## src/core/octal_switch_pkg.sv

```systemverilog
// Purpose: shared constants and types for the octal switch serial control
// Assumes: 100 MHz system clock; serial clock sampled as a plain input
// Notes: channel eight sits at bit 7, channel one at bit 0
package octal_switch_pkg;
  localparam int NUM_CH = 8;
  localparam int CLK_PERIOD_NS = 10;
  localparam int FAULT_FILTER_US = 300;
  localparam int FAULT_FILTER_CYC = (FAULT_FILTER_US * 1000) / CLK_PERIOD_NS;
  localparam logic [NUM_CH-1:0] CMD_RESET = 8'h00;
  localparam logic [NUM_CH-1:0] FAULT_RESET = 8'h00;

  typedef logic [NUM_CH-1:0] chan_t;

  // Per-channel analog conditions reported by the output stages
  typedef struct packed {
    chan_t short_supply;
    chan_t short_ground;
    chan_t open_load;
    chan_t thermal_limit;
  } chan_cond_s;

  typedef enum logic [2:0] {
    ST_IDLE = 3'b001,
    ST_SEL = 3'b010,
    ST_COMMIT = 3'b100
  } link_state_e;
endpackage

```

## src/core/sync2.sv

```systemverilog
// Purpose: two-flop synchroniser for a vector of asynchronous levels
// Assumes: inputs come from pins outside the clk_i domain
// Notes: first stage feeds only the second stage
`timescale 1ns/10ps
module sync2 #(
  parameter int WIDTH = 1
) (
  // Clock and reset
  input wire logic clk_i,
  input wire logic rst_i,
  // Data
  input wire logic [WIDTH-1:0] d_i,
  output logic [WIDTH-1:0] q_o
);
  logic [WIDTH-1:0] meta_r;
  logic [WIDTH-1:0] sync_r;

  always_ff @(posedge clk_i) begin
    if (rst_i) begin
      meta_r <= '0;
      sync_r <= '0;
    end else begin
      meta_r <= d_i;
      sync_r <= meta_r;
    end
  end

  assign q_o = sync_r;
endmodule

```

## src/core/octal_switch_serial_control.sv

```systemverilog
// Purpose: serial command/fault logic of an eight-channel power switch
// Assumes: link pins sampled by clk_i; rst_i stands for logic-supply reset
// Notes: fault filter length is a parameter so benches can shorten it
`timescale 1ns/10ps
module octal_switch_serial_control
  import octal_switch_pkg::*;
#(
  parameter int NCH = NUM_CH,
  parameter int FILTER_CYC = FAULT_FILTER_CYC
) (
  // Clock and reset
  input wire logic clk_i,
  input wire logic rst_i,
  // Serial link pins
  input wire logic select_n_i,
  input wire logic serial_clk_i,
  input wire logic serial_in_i,
  output logic serial_out_o,
  output logic serial_out_oe_n_o,
  // Device control
  input wire logic enable_i,
  input wire logic load_supply_ovp_i,
  input wire chan_cond_s cond_i,
  // Channel drive and visibility
  output logic [NCH-1:0] drive_o,
  output logic [NCH-1:0] command_o,
  output logic [NCH-1:0] fault_status_o
);
  localparam int FCW = $clog2(FILTER_CYC + 1);
  localparam logic [FCW-1:0] FILTER_END = FCW'(FILTER_CYC);
  localparam int NSYNC = 5;

  // Synchronised pins
  logic [NSYNC-1:0] pins_s;
  logic cs_n_s;
  logic sck_s;
  logic din_s;
  logic en_s;
  logic ovp_s;

  sync2 #(
    .WIDTH(NSYNC)
  ) u_sync (
    .clk_i(clk_i),
    .rst_i(rst_i),
    // Select crosses inverted so a reset sync reads as deselected, no false edge
    .d_i({~select_n_i, serial_clk_i, serial_in_i, enable_i, load_supply_ovp_i}),
    .q_o(pins_s)
  );

  assign cs_n_s = ~pins_s[4];
  assign sck_s = pins_s[3];
  assign din_s = pins_s[2];
  assign en_s = pins_s[1];
  assign ovp_s = pins_s[0];

  // Per-channel conditions cross separately; they may change any time
  chan_cond_s cond_s;

  sync2 #(
    .WIDTH($bits(chan_cond_s))
  ) u_cond_sync (
    .clk_i(clk_i),
    .rst_i(rst_i),
    .d_i(cond_i),
    .q_o(cond_s)
  );

  // Edge detection on synchronised levels
  logic cs_n_d_r;
  logic sck_d_r;

  always_ff @(posedge clk_i) begin
    if (rst_i) begin
      cs_n_d_r <= 1'b1;
      sck_d_r <= 1'b0;
    end else begin
      cs_n_d_r <= cs_n_s;
      sck_d_r <= sck_s;
    end
  end

  wire cs_fall = cs_n_d_r & ~cs_n_s;
  wire cs_rise = ~cs_n_d_r & cs_n_s;
  wire selected = ~cs_n_s & ~cs_n_d_r;
  wire sck_fall = selected & sck_d_r & ~sck_s;
  wire sck_rise = selected & ~sck_d_r & sck_s;

  // Link state
  link_state_e state_r;
  link_state_e state_nxt;

  always_comb begin
    case (state_r)
      ST_IDLE: state_nxt = cs_fall ? ST_SEL : ST_IDLE;
      ST_SEL: state_nxt = cs_rise ? ST_COMMIT : ST_SEL;
      ST_COMMIT: state_nxt = ST_IDLE;
      default: state_nxt = ST_IDLE;
    endcase
  end

  always_ff @(posedge clk_i) begin
    if (rst_i) begin
      state_r <= ST_IDLE;
    end else begin
      state_r <= state_nxt;
    end
  end

  // Shift register and output bit
  logic [NCH-1:0] shift_r;
  logic [NCH-1:0] shift_nxt;
  logic out_bit_r;
  logic out_bit_nxt;
  logic [NCH-1:0] fault_r;

  wire [NCH-1:0] shift_in = {shift_r[NCH-2:0], din_s};

  // Fault snapshot at select fall; last bit moves out on rising clock
  assign shift_nxt = cs_fall ? fault_r :
                     sck_fall ? shift_in : shift_r;
  assign out_bit_nxt = cs_fall ? 1'b0 :
                       sck_rise ? shift_r[NCH-1] : out_bit_r;

  always_ff @(posedge clk_i) begin
    if (rst_i) begin
      shift_r <= FAULT_RESET;
      out_bit_r <= 1'b0;
    end else begin
      shift_r <= shift_nxt;
      out_bit_r <= out_bit_nxt;
    end
  end

  // Output driven only while selected; enable active low
  assign serial_out_o = out_bit_r;
  assign serial_out_oe_n_o = cs_n_s;

  // Command latch
  logic [NCH-1:0] cmd_r;

  always_ff @(posedge clk_i) begin
    if (rst_i) begin
      cmd_r <= CMD_RESET;
    end else if (state_r == ST_COMMIT) begin
      cmd_r <= shift_r;
    end
  end

  // Filter restarts at each commit so switching transients are masked
  logic [FCW-1:0] filt_cnt_r [NCH];
  logic [NCH-1:0] raw_fault;
  logic [NCH-1:0] filt_done;
  logic [NCH-1:0] open_latch_r;
  logic [NCH-1:0] live_fault;

  genvar g;
  generate
    for (g = 0; g < NCH; g++) begin : g_ch
      // Open load counts only when commanded off
      assign raw_fault[g] = en_s & (cond_s.short_supply[g] | cond_s.short_ground[g] |
                            cond_s.thermal_limit[g] |
                            (cond_s.open_load[g] & ~cmd_r[g]));
      assign filt_done[g] = (filt_cnt_r[g] == FILTER_END);

      always_ff @(posedge clk_i) begin
        if (rst_i || state_r == ST_COMMIT || !raw_fault[g]) begin
          filt_cnt_r[g] <= '0;
        end else if (!filt_done[g]) begin
          filt_cnt_r[g] <= filt_cnt_r[g] + FCW'(1);
        end
      end

      // Latched until the next snapshot; new event wins over clear
      always_ff @(posedge clk_i) begin
        if (rst_i) begin
          open_latch_r[g] <= 1'b0;
        end else if (en_s && filt_done[g] && cond_s.open_load[g] && !cmd_r[g]) begin
          open_latch_r[g] <= 1'b1;
        end else if (cs_fall) begin
          open_latch_r[g] <= 1'b0;
        end
      end

      assign live_fault[g] = filt_done[g] | (en_s & open_latch_r[g]);

      // Thermal shutdown local; over-voltage and enable global
      assign drive_o[g] = cmd_r[g] & en_s & ~ovp_s &
                          ~cond_s.thermal_limit[g];
    end
  endgenerate

  always_ff @(posedge clk_i) begin
    if (rst_i) begin
      fault_r <= FAULT_RESET;
    end else if (en_s) begin
      fault_r <= live_fault;
    end
  end

  assign command_o = cmd_r;
  assign fault_status_o = fault_r;
endmodule

```

## config.mk

```make
export PLATFORM = sky130hd
export DESIGN_NAME = octal_switch_serial_control
export DESIGN_NICKNAME = d
export VERILOG_FILES = /design/src/core/octal_switch_pkg.sv /design/src/core/sync2.sv /design/src/core/octal_switch_serial_control.sv
export SDC_FILE = /design/constraint.sdc
export NUM_CORES = 1
export LEC_CHECK = 0
export BUFFER_PORTS_ARGS = -buffer_cell sky130_fd_sc_hd__buf_4
export CELL_PAD_IN_SITES_DETAIL_PLACEMENT = 0
export CELL_PAD_IN_SITES_GLOBAL_PLACEMENT = 1
export CORE_ASPECT_RATIO = 0.6
export CORE_MARGIN = 2
export CORE_UTILIZATION = 52
export DETAILED_ROUTE_END_ITERATION = 8
export PLACE_DENSITY_LB_ADDON = 0.1
export REMOVE_ABC_BUFFERS = 1
export SYNTH_ARGS = -nofsm -noshare
export SYNTH_HDL_FRONTEND = slang
export SYNTH_HIERARCHICAL = 1
export SYNTH_SLANG_ARGS = --single-unit
export TNS_END_PERCENT = 1
```

## constraint.sdc

```tcl
create_clock -name clk_i -period 4.4 [get_ports clk_i]
set_clock_uncertainty 0.15 [all_clocks]
set_input_delay 0.22 -clock clk_i [delete_from_list [all_inputs] [get_ports clk_i]]
set_output_delay 0.22 -clock clk_i [all_outputs]
set_load 0.1 [all_outputs]
```

## After elaboration in Yosys (flattened, before gate mapping)

Memory sizes are Yosys's and may differ from the RTL's.
Index checks and enable logic that the tools add are counted.

| cells by class | value |
|---|---|
| $lt $le $gt $ge | 0 |
| shift operators | 0 |
| div/mod/pow operators | 0 |
| equality and inequality tests | 11 |
| reductions and logical operators | 59 |
| add/sub/neg operators | 8 |
| bitwise operators | 117 |
| muxes and demuxes | 62 |
| multiply operators | 0 |

Operators with widths:

| cell | number |
|---|---|
| adder 15 x 1 -> 15 bit (second input constant) | 8 |
| == test 15 bit (second input constant) | 8 |
| 2-to-1 mux 15 bit | 8 |
| AND 1 bit | 55 |
| 2-to-1 mux 1 bit | 49 |
| OR 1 bit | 40 |
| logical AND 1 bit | 24 |
| inverter 1 bit | 22 |
| nonzero test 2 bit | 9 |
| logical NOT 1 bit | 16 |
| 2-to-1 mux 8 bit | 2 |
| logical OR 1 bit | 9 |
| case mux 3 bit (2 select lines) | 1 |
| == test 3 x 1 -> 1 bit (second input constant) | 1 |
| == test 3 x 2 -> 1 bit (second input constant) | 1 |
| == test 3 bit (second input constant) | 1 |
| 2-to-1 mux 3 bit | 1 |
| 2-to-1 mux 2 bit | 1 |
| OR reduction 2 bit | 1 |

| storage, ports and cells | value |
|---|---|
| RAM bits | 120 |
| logic and storage cells | 277 |
| latch bits | 0 |
| bits in registers | 112 |
| memories kept | 1 |
| output and inout port bits | 26 |
| bits in read-only memories | 0 |

Memory list:

| name | words | bits a word | rd ports | clocked after memory_dff | wr ports | RTL line | RTL |
|---|---|---|---|---|---|---|---|
| filt_cnt_r | 8 | 15 | 8 | 0 | 8 | octal_switch_serial_control.sv:151 | `logic [FCW-1:0] filt_cnt_r [NCH];` |

## Depth between registers and ports, before layout

Gate-level depths: netlist (run 1).

| logic depth | value |
|---|---|
| depth in word-level cells | 9 |
| gate-level depth with buffers | 7 |

## Hierarchy

Netlist (run 1), hierarchy kept.

Modules (own cells, without submodules):

| module | area each (µm²) | sequential area each (µm²) | cells an instance | times used |
|---|---|---|---|---|
| octal_switch_serial_control | 8483.1 | 4364.2 | 834 | 1 |
| sync2 (u_cond_sync) | 1918.1 | 1281.2 | 135 | 1 |
| sync2 (u_sync) | 262.8 | 200.2 | 20 | 1 |

## Worst setup path before layout (run 1)

No wires, ideal clock.

| timing | value |
|---|---|
| path kind | register -> output |
| from | reg cmd_r[0] (netlist: command_o[0]) |
| to | out drive_o[0] |
| slack | 0.759 ns |
| cell stages (with the launch flop) | 2 |
| arrival | 3.271 ns |
| path buffers | 0 |
| path through | dfxtp_1 nor3b_1 |

| between the ends | value |
|---|---|
| word-level cells in the longest chain between the ends | 3 |

RTL lines:

| what | RTL line | RTL |
|---|---|---|
| start: declaration | octal_switch_serial_control.sv:140 | `logic [NCH-1:0] cmd_r;` |
| start signal: assignment | octal_switch_serial_control.sv:146 | `cmd_r <= shift_r;` |
| AND 1 bit (3 in series) | octal_switch_serial_control.sv:188 | `assign drive_o[g] = cmd_r[g] & en_s & ~ovp_s &` |
| end: declaration | octal_switch_serial_control.sv:25 | `output logic [NCH-1:0] drive_o,` |

Every way passes these cells.

## Final worst setup path (run 1)

| timing | value |
|---|---|
| from | reg u_sync.sync_r[1] (netlist: u_sync/q_o[1]) |
| to | out drive_o[4] |

| between the ends | value |
|---|---|
| word-level cells in the longest chain between the ends | 3 |

RTL lines:

| what | RTL line | RTL |
|---|---|---|
| start: declaration | sync2.sv:16 | `logic [WIDTH-1:0] sync_r;` |
| start signal: assignment | sync2.sv:24 | `sync_r <= meta_r;` |
| AND 1 bit (3 in series) | octal_switch_serial_control.sv:188 |  |

Every way passes these cells.

==> run_results.csv, run 1 <==
group,metric,value,unit
critical_path,critPathBufInv,2,
status,status,"complete, no violations",
timing,period_share,60.9,%
critical_path,crit_path_end_kind,"primary output",
layout,final_common_cell,"nor2_1",
timing,fin_crit,2680,ps
power_and_ir_drop,netSwitchingPower,0.946,mW
logic_synthesis,netlist.area_leader.share,33.8,%
placed_design,dpl.hpwl,13900,µm
critical_path,crit_path_max_incr_delay,470,ps
die,dieArea,21700,µm²
routing,wirelength,21300,µm
timing,rsz0062_at_grt,"false",
logic_synthesis,synth_ff_type,"edfxtp_1",
global_routing,grt_pass1_vias,6758,
power_and_ir_drop,internal_power,3.62,mW
global_routing,grt_pass1_wl,35200,µm
critical_path,critical-path-top-delay-family,"simple AND/OR/NAND/NOR gates",
power_and_ir_drop,vdd_ir_drop_max,0.237,mV
critical_path,worstSetupPathType,"flip-flop to primary output",
routing,ant_nets,0,
flow_run,maxCapViolCount,0,
clocking,clk_pin_slew,60,ps
routing,vias_per_cell,5.15,
logic_synthesis,synth_cell_types,43,
min_path,hold_start,"rst_i",
timing,fmax,0.373,GHz
power_and_ir_drop,pwr-share-clk,45.3,%
placed_design,port_buffers,64,
power_and_ir_drop,switching_share,20.7,%
layout,n_fill_cell,1705,
clocking,cts_made_buffers,22,
critical_path,start_kind,"flip-flop",
timing,fin_tns_setup,0,ps
die,ios,65,
routing,drt-pass1-iter-count,6,
critical_path,r2r_start,"filt_cnt_r[1][45]",
timing,hold_violations,0,
routing,top_layer,"met4",
logic_synthesis,avgSynthCellArea,10.8,µm²
routing,wl_met1,11700,µm
logic_synthesis,ys_ff_latch,232,
die,die_x,189,µm
min_path,hold_path_end,"u_cond_sync/q_o[9]",
routing,dr.first_iter.drc_count,476,
logic_synthesis,netlist_instances,989,
power_and_ir_drop,combPwrFrac,4.0,%
critical_path,rrSetupSlack,1870,ps
logic_synthesis,synth.largest_area_cell,"edfxtp_1",
routing,wl_met2,8290,µm
clocking,cts_num_sinks,232,
timing,worstMarginPinSlew,1100,ps
logic_synthesis,ys_seq_area_share,54.8,%
routing,drc,0,
power_and_ir_drop,power.density,366,nW/µm²
logic_synthesis,netlist_area,10700,µm²
critical_path,reg2reg_to,"filt_cnt_r[1][48]",
timing,slew_headroom,26.6,%
logic_synthesis,synth_edf_count,120,
timing,finalSetupViolations,0,
critical_path,critPathRequiredTime,4030,ps
layout,num_antenna_cells,0,
min_path,worstHoldPathType,"input port to flip-flop",
layout,area_growth,16.7,%
layout,nNetsFinal,1144,
die,std_cell_rows,40,
routing,met3WireLength,971,µm
critical_path,cp_max_fo,19,
logic_synthesis,ys_warn_count,6,
layout,most-common-layout-cells,"152 x nor2_1, 120 x edfxtp_1, 112 x dfxtp_1",
layout,final_cells,1378,
placed_design,place_congestion,0.798,
timing,maxSlewViolCount,0,
global_routing,overflow,0,
routing,vias,7097,
critical_path,arrival,2310,ps
logic_synthesis,async_flop_share,0,%
global_routing,grt_max_degree,61,
layout,regArea,5850,µm²
min_path,holdPathStages,3,
logic_synthesis,synthTopCellsByArea,"edfxtp_1 34%, dfxtp_1 21%, xnor2_1 6.7%",
power_and_ir_drop,seq_power_share,50.7,%
clocking,cts_max_path_buffers,3,
die,core,20100,µm²
clocking,cts-root-buf,"clkbuf_16",
critical_path,rr_worst_depth,5,
global_routing,grt_usage,20.1,%
clocking,cts_tree,"yes",
critical_path,path_common_cell,"buf_4",
global_routing,antenna_found_initial,0,
layout,layout-drive-gt1-share,18.1,%
critical_path,slowest_stage,"nand2b_1",
routing,routedWlPerCell,15.4,µm
clocking,clk_latency,510,ps
power_and_ir_drop,power_leakage,4.25,nW
clocking,cts_max_level,1,
placed_design,dp.cells,1301,
critical_path,worstPathCellList,"buf_4 -> nand2b_1 -> nor3b_1 -> buf_4",
die,dieHeight,115,µm
layout,multi_input_area,4420,µm²
die,start_util,53.1,%
## stage by stage
stage                     area (µm²)  total power, mW  setup slack (ps)  utilization (%)  hold WS [ps]
final                          12400             4.56              1720             62.0           244
after global routing           12400             4.71              1580             62.0           255
after CTS                      12400             4.61              1650             62.0           239
after detailed placement       11300             2.52              1820             56.2           270
after global placement         11300             2.52              1910             56.2           268
after floorplan                10400             2.44               759                -           136
## power by group through the flow
stage                     Combinational [mW]  Clock, mW  Sequential [mW]
after floorplan                       0.0615          0             2.38
after global placement                 0.157          0             2.36
after detailed placement               0.157          0             2.36
after CTS                              0.184       2.11             2.31
after global routing                   0.200       2.19             2.32
final                                  0.183       2.07             2.31
## sequential cells by signal (all words and copies together), names as in the netlist
name	count
cs_n_d_r	1
filt_cnt_r	120
sck_d_r	1
open_latch_r	8
command_o	8
serial_out_o	1
state_r	3
shift_r	8
u_cond_sync/q_o	32
fault_status_o	8
u_sync/meta_r	5
u_sync/q_o	5
u_cond_sync/meta_r	32
## per-layer routing
metal / global-route usage [%] / vias to the layer above
li1: - / 3613
met1: 32.2 / 3313
met2: 28.2 / 140
met3: 3.42 / 31
met4: 4.48 / 0
met5: 0 / -
## cells in the mapped netlist, drive strengths merged (6+ instances only)
cell type  instances
nand2             81
edfxtp           120
nor2             162
a311oi             8
nor2b             79
nor3              37
a21oi             11
nand4             24
a211oi            16
inv               45
nand2b            19
clkbuf            12
nor4              30
or4b               6
xnor2             82
nor3b             10
nand3             41
xor2              21
nand4b            12
ha                16
buf               17
or4bb              8
dfxtp            112
## cells by family (layout without fill, tap and decap cells)
group / count (synthesis) / count (layout) / synth area share (%)
AOI/OAI and AO/OA: 39 / 39 / 2.51
xor gates and xnor gates: 103 / 103 / 8.46
adders and majority gates: 16 / 16 / 1.88
buffers and inverters: 74 / 190 / 3.74
DFF: 232 / 232 / 54.8
and+or+nand+nor: 525 / 525 / 28.6
## worst max-delay path by stage
stage,from,endpoint,depth (start not counted)
3_5_place_dp,filt_cnt_r[1][45],filt_cnt_r[1][57],5
3_3_place_gp,filt_cnt_r[1][45],filt_cnt_r[1][53],5
4_1_cts,u_sync/q_o[1],drive_o[4],4
5_1_grt,u_sync/q_o[1],drive_o[4],4
2_1_floorplan,command_o[0],drive_o[0],1
6_report,u_sync/q_o[1],drive_o[4],4
## layout make-up
type | instances | area share (%)
clock inverter | 11 | 1.07
clock buffer | 29 | 5.31
inverter | 45 | 1.36
tap | 273 | 2.74
sequential | 232 | 47.0
timing repair buffer | 105 | 7.08
multi-input combinational | 683 | 35.5
## worst min-delay path, cell delays in order
cell and delay [ps]:
buf_4 120, buf_4 350, nor2b_2 180
## repair_timing
| item | in CTS | in global routing |
|---|---|---|
| hold buffers | 37 | 0 |
| hold endpoints to repair | 37 | 0 |
| resized for setup | 0 | 0 |
| setup buffers | 0 | 0 |
(Power assumes the default switching activity.)
==> inputs of run 2 (changes only) <==
ABC_AREA = 1   (was default)
CORE_UTILIZATION = 46   (was 52)
clock period = 2.8 ns   (was 4.4 ns; I/O delays follow)
==> run_results.csv, run 2 <==
group,metric,value,unit
status,status,"complete, no violations",
clocking,cts_num_sinks,232,
clocking,cts_max_path_buffers,3,
timing,maxSlewViolCount,0,
critical_path,reg2reg_to,"filt_cnt_r[1][18]",
logic_synthesis,synth.largest_area_cell,"edfxtp_1",
logic_synthesis,synthTopCellsByArea,"edfxtp_1 31%, dfxtp_1 19%, nor2_1 11%",
clocking,cts_made_buffers,23,
logic_synthesis,yosysMostFrequentCell,"nor2_1",
logic_synthesis,netlist_area,11700,µm²
routing,ant_nets,0,
die,dieArea,26700,µm²
logic_synthesis,netlist_instances,1495,
routing,vias,9211,
layout,regMostFlops,"filt_cnt_r",
critical_path,critical-path-top-delay-family,"simple AND/OR/NAND/NOR gates",
global_routing,overflow,0,
layout,nNetsFinal,1661,
critical_path,start_kind,"flip-flop",
logic_synthesis,synth_commonest_cells,"331 x nor2_1, 328 x nand2_1, 240 x inv_1, 120 x edfxtp_1, 112 x dfxtp_1",
placed_design,port_buffers,64,
routing,wirelength,25900,µm
global_routing,grt_max_degree,79,
timing,hold_violations,0,
logic_synthesis,ys_warn_count,6,
logic_synthesis,ys_seq_area_share,50.1,%
critical_path,crit_path_max_incr_delay,440,ps
critical_path,worstSetupPathType,"flip-flop to primary output",
power_and_ir_drop,power_leakage,5.37,nW
power_and_ir_drop,power.density,526,nW/µm²
min_path,worstHoldPathType,"input port to flip-flop",
routing,drt-pass1-iter-count,5,
power_and_ir_drop,netSwitchingPower,1.59,mW
routing,drc,0,
critical_path,worstPathCellList,"buf_4 -> inv_2 -> or2_2 -> nor3_2 -> buf_4",
logic_synthesis,synth_cell_types,30,
critical_path,slowest_stage,"or2_2",
timing,finalSetupViolations,0,
global_routing,grt_pass1_vias,8545,
routing,vias_per_cell,4.72,
placed_design,place_congestion,0.830,
critical_path,crit_end,"drive_o[6]",
die,start_util,46.4,%
die,dieHeight,127,µm
clocking,clk_latency,530,ps
die,ios,65,
logic_synthesis,async_flop_share,0,%
critical_path,path_common_cell,"buf_4",
layout,final_cells,1952,
power_and_ir_drop,switching_share,22.4,%
logic_synthesis,avgSynthCellArea,7.80,µm²
die,die_x,210,µm
clocking,cts_max_level,1,
critical_path,r2r_start,"filt_cnt_r[1][15]",
die,core,25100,µm²
timing,period_share,93.7,%
critical_path,critPathRequiredTime,2510,ps
logic_synthesis,netlist.area_leader.share,30.9,%
clocking,cts-root-buf,"clkbuf_16",
logic_synthesis,ys_ff_latch,232,
power_and_ir_drop,internal_power,5.54,mW
routing,routedWlPerCell,13.3,µm
critical_path,crit_path_end_kind,"primary output",
critical_path,cp_max_fo,9,
power_and_ir_drop,vdd_ir_drop_max,0.358,mV
clocking,cts_tree,"yes",
power_and_ir_drop,combPwrFrac,4.6,%
critical_path,rrSetupSlack,590,ps
logic_synthesis,synth_ff_type,"edfxtp_1",
timing,fin_crit,2620,ps
placed_design,dp.cells,1872,
clocking,clk_pin_slew,70,ps
layout,most-common-layout-cells,"331 x nor2_1, 328 x nand2_1, 240 x inv_1",
critical_path,cp-startpoint,"u_sync/q_o[1]",
layout,utilization,54.0,%
timing,worstMarginPinSlew,859,ps
flow_run,maxCapViolCount,0,
critical_path,cp.depth,5,
power_and_ir_drop,seq_power_share,51.0,%
critical_path,arrival,2330,ps
global_routing,antenna_found_initial,0,
layout,largest_register_ffs,120,
timing,rsz0062_at_grt,"false",
global_routing,grt_pass1_wl,43200,µm
critical_path,rr_worst_depth,7,
logic_synthesis,synth_edf_count,120,
routing,dr.first_iter.drc_count,540,
layout,final_common_cell,"nor2_1",
timing,slew_headroom,42.8,%
layout,layout-drive-gt1-share,9.80,%
die,std_cell_rows,45,
layout,area_growth,16.3,%
power_and_ir_drop,pwr-share-clk,44.4,%
placed_design,dpl.hpwl,18300,µm
timing,fmax,0.381,GHz
layout,num_antenna_cells,0,
critical_path,critPathBufInv,3,
global_routing,grt_usage,19.9,%
[run 2: cell types whose count changed after synthesis, sizes merged, moves of 25 or more]
cell	before	now
a21oi	11	63
nor2	162	347
nor3	37	12
nand2	81	339
xnor2	82	20
nor4	30	0
nor2b	79	0
nand3	41	100
inv	45	242
[run 2: worst register-to-register path: stages (launching register included)]
cell and delay (ps):
edfxtp_1 440, inv_1 100, ha_1 140, inv_1 40
nor2_1 120, nand2_1 70, nor2_1 130, nand3_1 570
[run 2: worst min path at each step]
stage / from / endpoint / slack, ps / depth (start not counted)
floorplan: rst_i / u_sync/meta_r[4] / 60 / 1
global placement: cond_i[26] / u_cond_sync/meta_r[26] / 190 / 3
detailed placement: cond_i[26] / u_cond_sync/meta_r[26] / 200 / 3
CTS: cond_i[4] / u_cond_sync/meta_r[4] / 180 / 4
global route: cond_i[3] / u_cond_sync/meta_r[3] / 200 / 4
finish: cond_i[18] / u_cond_sync/meta_r[18] / 210 / 4
[run 2: power by group through the flow]
stage	clock network (mW)	logic, mW	registers [mW]
6_report	3.17	0.329	3.63
3_3_place_gp	0	0.289	3.71
3_5_place_dp	0	0.289	3.71
2_1_floorplan	0	0.137	3.74
5_1_grt	3.38	0.366	3.64
4_1_cts	3.25	0.332	3.63
[run 2: per-layer routing]
| metal | vias to the layer above | global-route usage [%] | routed length, µm |
|---|---|---|---|
| li1 | 4906 | - | - |
| met1 | 4131 | 32.0 | 14600 |
| met2 | 146 | 28.2 | 9880 |
| met3 | 28 | 3.42 | 1110 |
| met4 | 0 | 2.88 | 327 |
| met5 | - | 0 | 0 |
[run 2: layout make-up]
| class | count | area, µm² |
|---|---|---|
| tap | 329 | 412 |
| multi-input combinational | 995 | 4680 |
| timing repair buffer | 109 | 913 |
| clock buffer | 32 | 714 |
| inverter | 245 | 935 |
| clock inverter | 10 | 60.1 |
| fill | 2406 | 11600 |
| sequential | 232 | 5850 |
[run 2: kinds of logic (layout without fill, tap and decap cells)]
| family | count (synthesis) | count (layout) | share of synthesized area, % |
|---|---|---|---|
| flip-flops | 232 | 232 | 50.1 |
| XOR/XNOR | 41 | 41 | 3.08 |
| AO/OA/AOI/OAI | 87 | 87 | 4.15 |
| AND/OR/NAND/NOR | 851 | 851 | 31.1 |
| adder cells (fa/ha/maj) | 16 | 16 | 1.72 |
| buffers and inverters | 268 | 396 | 9.84 |
[run 2: per-stage QoR]
stage	hold slack (ps)	total power [mW]	instance area, µm²	setup slack, ps	TNS, ps
final	207	7.13	13600	176	0
after global routing	202	7.38	13600	64.1	0
after CTS	184	7.22	13500	-20.4	-37.5
after detailed placement	197	4.00	12400	546	0
after global placement	190	4.00	12400	576	0
after floorplan	61.2	3.87	11400	-703	-4900
[run 2: repair_timing]
action,in CTS,in global routing
resized for setup,0,2
setup buffers,0,0
hold buffers,38,0
endpoints found under the setup margin,2,2
endpoints found under the hold margin,62,0
pin swaps,0,0
==> inputs of run 3 (changes only) <==
CORE_ASPECT_RATIO = 2   (was 0.6)
MAX_ROUTING_LAYER = met4   (was default)
==> run_results.csv, run 3 (synthesis gave the netlist of run 2 again) <==
group,metric,value,unit
power_and_ir_drop,power_leakage,5.31,nW
timing,worstMarginPinSlew,835,ps
clocking,cts_max_path_buffers,3,
global_routing,antenna_found_initial,0,
critical_path,slowest_stage,"dfxtp_1",
timing,rsz0062_at_grt,"false",
timing,slew_headroom,44.3,%
critical_path,worstSetupPathType,"flip-flop to primary output",
global_routing,grt_pass1_vias,9294,
critical_path,critPathRequiredTime,2510,ps
timing,fmax,0.401,GHz
layout,area_growth,15.4,%
placed_design,place_congestion,0.837,
timing,finalSetupViolations,0,
layout,regMostFlops,"filt_cnt_r",
clocking,cts-root-buf,"clkbuf_16",
routing,routedWlPerCell,13.6,µm
status,status,"complete, no violations",
global_routing,grt_usage,21.1,%
layout,n_fill_cell,2522,
flow_run,maxCapViolCount,0,
routing,wirelength,26500,µm
min_path,worstHoldPathType,"input port to flip-flop",
clocking,clk_latency,510,ps
die,start_util,46.6,%
clocking,cts_tree,"yes",
critical_path,crit_path_max_incr_delay,460,ps
critical_path,start_kind,"flip-flop",
power_and_ir_drop,power.density,506,nW/µm²
timing,maxSlewViolCount,0,
routing,ant_nets,0,
die,core,25000,µm²
timing,period_share,89.2,%
power_and_ir_drop,vdd_ir_drop_max,0.485,mV
routing,vias_per_cell,4.76,
die,std_cell_rows,82,
clocking,cts_max_level,1,
timing,timing.hold.ws,221,ps
die,ios,65,
critical_path,crit_path_end_kind,"primary output",
critical_path,worstPathCellList,"inv_2 -> or2_2 -> nor3_1 -> buf_4",
clocking,cts_setup_buffers,0,
routing,drc,0,
die,dieArea,26700,µm²
timing,hold_violations,0,
critical_path,arrival,2210,ps
routing,vias,9306,
critical_path,critPathBufInv,2,
critical_path,cp_max_fo,8,
placed_design,dpl.hpwl,19400,µm
layout,nNetsFinal,1659,
global_routing,overflow,0,
die,dieHeight,229,µm
critical_path,critical-path-top-delay-family,"simple AND/OR/NAND/NOR gates",
global_routing,grt_max_degree,79,
layout,final_common_cell,"nor2_1",
die,die_x,117,µm
layout,largest_register_ffs,120,
clocking,cts_num_sinks,232,
routing,drt-pass1-iter-count,4,
timing,fin_crit,2500,ps
layout,most-common-layout-cells,"331 x nor2_1, 328 x nand2_1, 240 x inv_1",
layout,num_antenna_cells,0,
placed_design,port_buffers,64,
clocking,cts_made_buffers,21,
layout,layout-drive-gt1-share,9.46,%
routing,dr.first_iter.drc_count,460,
global_routing,grt_pass1_wl,44200,µm
layout,utilization,53.8,%
clocking,clk_pin_slew,80,ps
clocking,cts-resized-gates,0,
[run 3: timing repair]
item	CTS	global route
hold buffers	38	0
hold endpoints to repair	62	0
endpoints found under the setup margin	0	0
[run 3: per-stage QoR]
| step | area, µm² | worst slack [ps] | std cells | power [mW] | TNS [ps] |
|---|---|---|---|---|---|
| 6_report | 13500 | 304 | 1954 | 6.81 | 0 |
| 5_1_grt | 13500 | 254 | 1954 | 7.06 | 0 |
| 4_1_cts | 13500 | 225 | 1954 | 6.90 | 0 |
| 3_5_place_dp | 12400 | 530 | 1879 | 4.00 | 0 |
| 3_3_place_gp | 12400 | 570 | 1879 | 4.00 | 0 |
| 2_1_floorplan | 11400 | -703 | 1472 | 3.87 | -4900 |
[run 3: layout make-up]
cell class	count	area, µm²	share of cell area, %
Sequential cell	232	5850	43.4
Tap cell	336	420	3.12
Clock inverter	7	43.8	0.325
Clock buffer	30	631	4.69
Inverter	245	935	6.95
Multi-Input combinational cell	995	4670	34.7
Timing Repair Buffer	109	913	6.79
[run 3: layer usage]
metal | wire [µm] | global-route usage (%) | share of wire (%) | up-vias
li1 | - | - | - | 4891
met1 | 10200 | 21.9 | 39 | 4247
met2 | 14600 | 39.7 | 55 | 120
met3 | 886 | 3.02 | 3.3 | 48
met4 | 751 | 6.91 | 2.8 | 0
met5 | 0 | - | 0 | -
[run 3: worst min-delay path, cell delays in order]
cell and delay [ps]:
dlygate4sd3_1 520, buf_4 100, inv_1 30, nor2_1 60
[run 3: path summary, 6_finish.rpt]
path | to | slack (ps) | depth (start not counted) | startpoint
max | drive_o[4] | 300 | 4 | u_sync/q_o[1]
min | u_cond_sync/meta_r[20] | 220 | 4 | cond_i[20]
max reg2reg | filt_cnt_r[0][15] | 620 | 7 | filt_cnt_r[0][15]
min reg2reg | u_cond_sync/q_o[4] | 250 | 2 | u_cond_sync/meta_r[4]
[run 3: power by group]
group | switching [mW] | internal [mW]
Combinational | 0.197 | 0.132
Sequential | 0.0286 | 3.60
Clock | 1.27 | 1.58
Total | 1.50 | 5.31
